==> config.mk <==
export PLATFORM = sky130hd
export DESIGN_NAME = rpm_top
export DESIGN_NICKNAME = d
export VERILOG_FILES = /design/src/pkg/rpm_pkg.sv /design/src/hw/rpm_top.sv
export SDC_FILE = /design/constraint.sdc
export NUM_CORES = 1
export LEC_CHECK = 0
export ABC_AREA = 0
export BUFFER_PORTS_ARGS = -buffer_cell sky130_fd_sc_hd__buf_2
export CORE_AREA = 2 2 101 103
export DETAILED_ROUTE_END_ITERATION = 8
export DIE_AREA = 0 0 103 105
export GPL_TIMING_DRIVEN = 0
export PLACE_DENSITY_LB_ADDON = 0.08
export SKIP_CTS_REPAIR_TIMING = 1
export SLEW_MARGIN = 20
export SYNTH_ARGS = -nofsm -noshare
export SYNTH_HDL_FRONTEND = slang
export SYNTH_SLANG_ARGS = --single-unit
==> constraint.sdc <==
create_clock -name core_clk -period 5.2 [get_ports core_clk]
set_input_delay 1.04 -clock core_clk [delete_from_list [all_inputs] [get_ports core_clk]]
set_output_delay 1.04 -clock core_clk [all_outputs]
set_load 0.02 [all_outputs]
==> src/pkg/rpm_pkg.sv <==
package rpm_pkg;
  localparam logic [4:0]  OFS_ENABLE   = 5'h00;
  localparam logic [4:0]  OFS_FACTOR   = 5'h04;
  localparam logic [4:0]  OFS_SEL_RT   = 5'h08;
  localparam logic [4:0]  OFS_OUT_RT   = 5'h0c;
  localparam logic [4:0]  OFS_REALLOC  = 5'h10;
  localparam logic [4:0]  OFS_PWRCYC   = 5'h14;
  localparam logic [4:0]  OFS_STATUS   = 5'h18;
  localparam logic [15:0] RST_ENABLE   = 16'h0000;
  localparam logic [15:0] RST_FACTOR   = 16'h0001;
  localparam logic [15:0] RST_SEL_RT   = 16'h0008;
  localparam logic [15:0] RST_OUT_RT   = 16'h0000;
  localparam logic [15:0] RST_REALLOC  = 16'h0000;
  localparam logic [15:0] FACTOR_MIN   = 16'h0001;
  localparam logic [15:0] FACTOR_MAX   = 16'h0063;
  localparam logic [3:0]  SEL_FORCE_ON  = 4'h7;
  localparam logic [3:0]  SEL_FORCE_OFF = 4'h8;
  localparam logic [3:0]  SEL_INV_BASE  = 4'h9;
  localparam logic [3:0]  REALLOC_ON    = 4'h1;
  localparam logic [3:0]  OUT_RT_OFF    = 4'h0;
  localparam int          OUT_LSB       = 8;
  localparam int          NUM_IN        = 7;
  localparam int          NUM_OUT       = 3;

  // configuration latched at power-up
  typedef struct packed {
    logic       enable;
    logic [3:0] sel_code;
    logic [3:0] out_code;
    logic       realloc;
  } rpm_boot_cfg_t;

  localparam rpm_boot_cfg_t BOOT_RST = '{enable: 1'b0, sel_code: 4'h8,
                                         out_code: 4'h0, realloc: 1'b0};
endpackage

==> src/hw/rpm_top.sv <==
`timescale 1ns/1ps
module rpm_top (
  // clock and reset
  input  wire logic        core_clk,
  input  wire logic        rst_n,
  // avalon-mm slave
  input  wire logic [4:0]  address,
  input  wire logic        read,
  input  wire logic        write,
  input  wire logic [31:0] writedata,
  output logic      [31:0] readdata,
  output logic             waitrequest,
  // reference pulses and general inputs
  input  wire logic        ref_pulse,
  input  wire logic [6:0]  gen_input,
  // weighted pulse count and general outputs
  output logic             cnt_strobe,
  output logic      [6:0]  cnt_weight,
  output logic      [2:0]  gen_output,
  output logic             mult_active_n
);
  // stored software values
  logic [15:0]          enable_r;
  logic [15:0]          factor_r;
  logic [15:0]          sel_rt_r;
  logic [15:0]          out_rt_r;
  logic [15:0]          realloc_r;
  // applied configuration, then bus handshake, select and output state
  rpm_pkg::rpm_boot_cfg_t boot_r;
  logic                 wait_r;
  logic [31:0]          rdata_r;
  logic                 sel_nxt;
  logic                 act_r;
  logic                 strobe_r;
  logic [6:0]           weight_r;
  logic [2:0]           gout_r;
  logic                 act_n_r;
  logic                 req;
  logic                 done;
  logic                 wr_done;
  logic [3:0]           inv_idx;

  assign req     = read | write;
  assign done    = req & ~wait_r;
  assign wr_done = done & write;
  assign inv_idx = boot_r.sel_code - rpm_pkg::SEL_INV_BASE;

  assign readdata      = rdata_r;
  assign waitrequest   = wait_r;
  assign cnt_strobe    = strobe_r;
  assign cnt_weight    = weight_r;
  assign gen_output    = gout_r;
  assign mult_active_n = act_n_r;

  // one wait cycle, then the answer
  always_ff @(posedge core_clk) begin
    if (!rst_n) begin
      wait_r <= 1'b1;
    end else if (req && wait_r) begin
      wait_r <= 1'b0;
    end else begin
      wait_r <= 1'b1;
    end
  end

  // bus answers exactly one cycle after taking a request
  wait_one_a: assert property (@(posedge core_clk)
    disable iff (!rst_n)
    !wait_r |=> wait_r)
    else $error("waitrequest low two cycles");

  wait_answer_a: assert property (@(posedge core_clk)
    disable iff (!rst_n)
    (req && wait_r) |=> !wait_r)
    else $error("request not answered");

  always_ff @(posedge core_clk) begin
    if (!rst_n) begin
      rdata_r <= 32'h0000_0000;
    end else if (read && wait_r) begin
      unique case (address)
        rpm_pkg::OFS_ENABLE:  rdata_r <= {16'h0000, enable_r};
        rpm_pkg::OFS_FACTOR:  rdata_r <= {16'h0000, factor_r};
        rpm_pkg::OFS_SEL_RT:  rdata_r <= {16'h0000, sel_rt_r};
        rpm_pkg::OFS_OUT_RT:  rdata_r <= {16'h0000, out_rt_r};
        rpm_pkg::OFS_REALLOC: rdata_r <= {16'h0000, realloc_r};
        rpm_pkg::OFS_STATUS:  rdata_r <= {28'h0000000, act_r, sel_nxt,
                                          boot_r.realloc, boot_r.enable};
        default:              rdata_r <= 32'h0000_0000;
      endcase
    end
  end

  read_factor_a: assert property (@(posedge core_clk)
    disable iff (!rst_n)
    (read && wait_r && address == rpm_pkg::OFS_FACTOR)
    |=> readdata == {16'h0000, $past(factor_r)})
    else $error("factor readback wrong");

  // register writes take effect at the completing edge
  always_ff @(posedge core_clk) begin
    if (!rst_n) begin
      enable_r  <= rpm_pkg::RST_ENABLE;
      sel_rt_r  <= rpm_pkg::RST_SEL_RT;
      out_rt_r  <= rpm_pkg::RST_OUT_RT;
      realloc_r <= rpm_pkg::RST_REALLOC;
    end else if (wr_done) begin
      if (address == rpm_pkg::OFS_ENABLE) begin
        enable_r <= writedata[15:0];
      end
      if (address == rpm_pkg::OFS_SEL_RT) begin
        sel_rt_r <= writedata[15:0];
      end
      if (address == rpm_pkg::OFS_OUT_RT) begin
        out_rt_r <= writedata[15:0];
      end
      if (address == rpm_pkg::OFS_REALLOC) begin
        realloc_r <= writedata[15:0];
      end
    end
  end

  enable_write_a: assert property (@(posedge core_clk)
    disable iff (!rst_n)
    (wr_done && address == rpm_pkg::OFS_ENABLE)
    |=> enable_r == $past(writedata[15:0]))
    else $error("enable write lost");

  // factor is live; out-of-range writes are dropped
  always_ff @(posedge core_clk) begin
    if (!rst_n) begin
      factor_r <= rpm_pkg::RST_FACTOR;
    end else if (wr_done && address == rpm_pkg::OFS_FACTOR &&
                 writedata[15:0] >= rpm_pkg::FACTOR_MIN &&
                 writedata[15:0] <= rpm_pkg::FACTOR_MAX &&
                 writedata[31:16] == 16'h0000) begin
      factor_r <= writedata[15:0];
    end
  end

  factor_range_a: assert property (@(posedge core_clk)
    disable iff (!rst_n)
    factor_r >= rpm_pkg::FACTOR_MIN && factor_r <= rpm_pkg::FACTOR_MAX)
    else $error("factor out of range");

  factor_live_a: assert property (@(posedge core_clk)
    disable iff (!rst_n)
    (wr_done && address == rpm_pkg::OFS_FACTOR && writedata == 32'h0000_0005)
    |=> factor_r == 16'h0005)
    else $error("factor write not applied");

  factor_reject_a: assert property (@(posedge core_clk)
    disable iff (!rst_n)
    (wr_done && address == rpm_pkg::OFS_FACTOR && writedata[15:0] > rpm_pkg::FACTOR_MAX)
    |=> $stable(factor_r))
    else $error("out-of-range factor accepted");

  // a write to the power-cycle register reloads boot settings
  always_ff @(posedge core_clk) begin
    if (!rst_n) begin
      boot_r <= rpm_pkg::BOOT_RST;
    end else if (wr_done && address == rpm_pkg::OFS_PWRCYC) begin
      boot_r.enable   <= (enable_r == 16'h0001);
      boot_r.sel_code <= sel_rt_r[3:0];
      boot_r.out_code <= out_rt_r[rpm_pkg::OUT_LSB +: 4];
      boot_r.realloc  <= (realloc_r[3:0] == rpm_pkg::REALLOC_ON);
    end
  end

  // applied settings move only on a power cycle
  enable_boot_a: assert property (@(posedge core_clk)
    disable iff (!rst_n)
    (rst_n && !(wr_done && address == rpm_pkg::OFS_PWRCYC)) |=> $stable(boot_r))
    else $error("boot config changed without power cycle");

  boot_enable_a: assert property (@(posedge core_clk)
    disable iff (!rst_n)
    (rst_n && wr_done && address == rpm_pkg::OFS_PWRCYC)
    |=> boot_r.enable == ($past(enable_r) == 16'h0001))
    else $error("enable not applied on power cycle");

  boot_route_a: assert property (@(posedge core_clk)
    disable iff (!rst_n)
    (rst_n && wr_done && address == rpm_pkg::OFS_PWRCYC)
    |=> boot_r.out_code == $past(out_rt_r[rpm_pkg::OUT_LSB +: 4]))
    else $error("output routing not applied on power cycle");

  // select decode
  always_comb begin
    sel_nxt = 1'b0;
    if (boot_r.realloc) begin
      if (boot_r.sel_code < rpm_pkg::SEL_FORCE_ON) begin
        sel_nxt = gen_input[boot_r.sel_code[2:0]];
      end else if (boot_r.sel_code == rpm_pkg::SEL_FORCE_ON) begin
        sel_nxt = 1'b1;
      end else if (boot_r.sel_code == rpm_pkg::SEL_FORCE_OFF) begin
        sel_nxt = 1'b0;
      end else begin
        sel_nxt = ~gen_input[inv_idx[2:0]];
      end
    end
  end

  force_on_a: assert property (@(posedge core_clk)
    disable iff (!rst_n)
    (boot_r.realloc && boot_r.sel_code == rpm_pkg::SEL_FORCE_ON) |-> sel_nxt)
    else $error("forced-on select not high");

  force_off_a: assert property (@(posedge core_clk)
    disable iff (!rst_n)
    (boot_r.realloc && boot_r.sel_code == rpm_pkg::SEL_FORCE_OFF) |-> !sel_nxt)
    else $error("forced-off select not low");

  direct_sel_a: assert property (@(posedge core_clk)
    disable iff (!rst_n)
    (boot_r.realloc && boot_r.sel_code == 4'h0) |-> sel_nxt == gen_input[0])
    else $error("direct select wrong");

  invert_sel_a: assert property (@(posedge core_clk)
    disable iff (!rst_n)
    (boot_r.realloc && boot_r.sel_code == rpm_pkg::SEL_INV_BASE) |-> sel_nxt == !gen_input[0])
    else $error("inverted select wrong");

  no_realloc_a: assert property (@(posedge core_clk)
    disable iff (!rst_n)
    !boot_r.realloc |-> !sel_nxt)
    else $error("select without realloc");

  // switch only between pulses
  always_ff @(posedge core_clk) begin
    if (!rst_n) begin
      act_r <= 1'b0;
    end else if (!ref_pulse) begin
      act_r <= sel_nxt & boot_r.enable;
    end
  end

  pulse_hold_a: assert property (@(posedge core_clk)
    disable iff (!rst_n)
    (rst_n && ref_pulse) |=> $stable(act_r))
    else $error("switched during pulse");

  disabled_one_a: assert property (@(posedge core_clk)
    disable iff (!rst_n)
    (!boot_r.enable ##1 !boot_r.enable) |=> weight_r == 7'h01)
    else $error("weight not one while disabled");

  // weighted pulse out
  always_ff @(posedge core_clk) begin
    if (!rst_n) begin
      strobe_r <= 1'b0;
      weight_r <= 7'h01;
    end else begin
      strobe_r <= ref_pulse;
      weight_r <= act_r ? factor_r[6:0] : 7'h01;
    end
  end

  weight_fac_a: assert property (@(posedge core_clk)
    disable iff (!rst_n)
    (rst_n && act_r) |=> weight_r == $past(factor_r[6:0]))
    else $error("weight not factor");

  weight_one_a: assert property (@(posedge core_clk)
    disable iff (!rst_n)
    (rst_n && !act_r) |=> weight_r == 7'h01)
    else $error("weight not one");

  strobe_follow_a: assert property (@(posedge core_clk)
    disable iff (!rst_n)
    (rst_n && ref_pulse) |=> cnt_strobe)
    else $error("pulse not counted");

  always_ff @(posedge core_clk) begin
    if (!rst_n) begin
      act_n_r <= 1'b1;
    end else begin
      act_n_r <= ~act_r;
    end
  end

  act_n_a: assert property (@(posedge core_clk)
    disable iff (!rst_n)
    (rst_n && act_r) |=> !mult_active_n)
    else $error("active flag not asserted");

  idle_n_a: assert property (@(posedge core_clk)
    disable iff (!rst_n)
    (rst_n && !act_r) |=> mult_active_n)
    else $error("active flag not released");

  // active-low status onto the routed output
  genvar gi;
  generate
    for (gi = 0; gi < rpm_pkg::NUM_OUT; gi++) begin : g_out
      always_ff @(posedge core_clk) begin
        if (!rst_n) begin
          gout_r[gi] <= 1'b1;
        end else begin
          gout_r[gi] <= (boot_r.out_code == 4'(gi + 1)) ? ~act_r : 1'b1;
        end
      end
    end
  endgenerate

  out_follow_a: assert property (@(posedge core_clk)
    disable iff (!rst_n)
    (rst_n && boot_r.out_code == 4'h2 ##1 boot_r.out_code == 4'h2)
    |-> gen_output[1] == !$past(act_r) && gen_output[0] && gen_output[2])
    else $error("active output misrouted");

  out_off_a: assert property (@(posedge core_clk)
    disable iff (!rst_n)
    (boot_r.out_code == rpm_pkg::OUT_RT_OFF) |=> gen_output == 3'h7)
    else $error("output driven while disabled");
endmodule

==> results.json <==
{
  "seq_area_mm2": 0.00240,
  "async_flop_share_pct": 0,
  "hp-class": "reg2reg",
  "peakVddDrop_mv": 0.251,
  "drt.antenna.violating_nets": 0,
  "port_buffers": 76,
  "std_cell_rows": 36,
  "gp_congestion": 0.913,
  "yosys.area.top_type": "dfxtp_1",
  "drv_cap": 0,
  "diodes": 0,
  "io_pins": 94,
  "fin_setup_tns_ns": 0,
  "synth_seq_cells": 120,
  "final_util_pct": 67.2,
  "avgViaCountPerCell": 5.47,
  "worstSkewPairLatency_ns": 0.52,
  "dr.pass1.iters": 5,
  "cts-root-buf": "clkbuf_8",
  "min_period_ns": 2.78,
  "avgSynthCellArea_um2": 9.91,
  "final_max_slew_viol_count": 0,
  "initial_core_util_pct": 54.3,
  "clockBufferDepth": 2,
  "synth.yosys.seq_area_share_pct": 45.9,
  "antenna_found_initial": 0,
  "p_per_area_mw_per_mm2": 356,
  "yosys.cell_types.count": 49,
  "p_leak_uw": 0.00275,
  "grt_overflow": 0,
  "syn_area_mm2": 0.00523,
  "synthCells": 528,
  "synth_top_area_share_pct": 45.9,
  "coreArea_mm2": 0.00964,
  "crit_type": "in2reg",
  "status": "completed",
  "grt_pass1_wl_um": 21700,
  "tightest_slew_ns": 0.839,
  "grt_usage_pct": 26.3,
  "die_x_um": 103,
  "cp.arrival_ns": 3.19,
  "synth_edf_count": 0,
  "avgRoutedWirePerCell_um": 17.4,
  "htreeDepth": 4,
  "fill_cells": 801,
  "yosysWarningCount": 0,
  "synthFlopType": "dfxtp_1",
  "drt_iter0_drc": 222,
  "multi_input_comb_area_mm2": 0.00263,
  "die_h_um": 105,
  "synth_area_leaders": "dfxtp_1 46%, mux2i_1 15%, nor2b_1 7.9%, nand2_1 4.3%, buf_4 2.6%",
  "cts_tree": "yes",
  "fmax_ghz": 0.359,
  "area_growth_pct": 23.9,
  "wl_um": 13600,
  "clk_pin_slew_ns": 0.06,
  "vias": 4287,
  "post-route-period-util_pct": 53.5,
  "setup_viol": 0,
  "finClkSkew_ns": 0.0116,
  "cts_buffers": 17,
  "grt_max_degree": 17,
  "mostFrequentLayoutCells": "120 x dfxtp_1, 80 x buf_2, 80 x mux2i_1",
  "crit_fanout": 9,
  "hold_viol": 0,
  "fin_nets": 690,
  "dieArea_mm2": 0.0108,
  "grt_pass1_vias": 4235,
  "startpoint_type": "input port",
  "dp_hpwl_um": 9890,
  "rsz0062_at_grt": "no",
  "end_kind": "flop",
  "slew_headroom_pct": 44.0,
  "layout_commonest_cell": "dfxtp_1",
  "cts_sinks": 120,
  "layout-drive-gt1-share_pct": 21.4,
  "cp.required_ns": 5.61,
  "drc": 0
}
==> sequential cells by signal, summed over array words and instances, names as in the netlist <==
register and count:
gen_output 3, sel_rt_r 16, readdata 16, act_r 1
out_rt_r 16, boot_r 10, factor_r 16, realloc_r 16
waitrequest 1, cnt_weight 7, enable_r 16, cnt_strobe 1
mult_active_n 1
==> report_power, final <==
group	switching, uW	internal [uW]
clock	429	843
combinational	68.9	44.5
sequential	1.87	922
==> cells by family after synthesis <==
group | synth area share, %
other | 0.0717
AND/OR/NAND/NOR | 20.9
AO/OA/AOI/OAI | 11.3
flip-flops | 45.9
buffers and inverters | 4.83
adder cells (fa/ha/maj) | 0.718
multiplexers | 16.2
==> worst max-delay path, cell delays in order <==
cell,delay [ns]
buf_2,0.10
nor4b_1,0.61
nand4_1,0.27
nor4_4,0.75
nor2b_2,0.20
and2_1,0.23
==> cell usage after synthesis, drive strengths merged, types with 2 or more instances <==
| cell | instances |
|---|---|
| nor2 | 5 |
| and3 | 9 |
| a22oi | 7 |
| ha | 3 |
| o2bb2ai | 12 |
| clkbuf | 22 |
| a221oi | 15 |
| or3 | 3 |
| dfxtp | 120 |
| nand3b | 5 |
| nand3 | 5 |
| nor2b | 67 |
| mux2i | 80 |
| mux4 | 2 |
| nor4 | 9 |
| inv | 3 |
| a21boi | 18 |
| nor3 | 4 |
| nor4b | 3 |
| o21ai | 16 |
| o2111ai | 2 |
| nand2 | 61 |
| o211ai | 2 |
| and2 | 12 |
| and4 | 2 |
| buf | 23 |
| o22ai | 3 |
| or4 | 2 |
==> through the flow <==
step                      cells  worst slack (ns)  hold slack [ns]  total power (uW)  area, um^2
final                       784              2.42            0.430              2310        6480
after global routing        784              2.29            0.469              2370        6480
after CTS                   784              2.38            0.435              2320        6480
after detailed placement    752              1.87            0.412              1060        5830
after global placement      752              1.87            0.408              1050        5830
after floorplan             543              2.66            0.388              1010        5290
==> final cells by class <==
class                   instances  area share, %
inverters                       3          0.174
clock inverters                14           3.40
well taps                     133           2.57
flip-flops and latches        120           37.1
plain buffers                  45           3.73
repair buffers                 76           5.87
multi-input cells             375           40.6
clock buffers                  18           6.60
==> worst paths after layout <==
check           startpoint             to  slack, ns  cells after the start
max reg2reg    waitrequest    factor_r[7]       2.65                      5
min reg2reg      boot_r[1]  gen_output[2]       0.43                      1
max          writedata[17]    factor_r[7]       2.42                      6
min              boot_r[1]  gen_output[2]       0.43                      1
==> routing by layer <==
metal  up-vias  routed length, um  GRT usage [%]
met4         0                245           8.74
met2       156               6460           41.2
met1      2040               6140           36.0
met3        22                780           5.42
met5         -                  0              0
li1       2069                  -              -
Power figures use the tool's default switching activity.
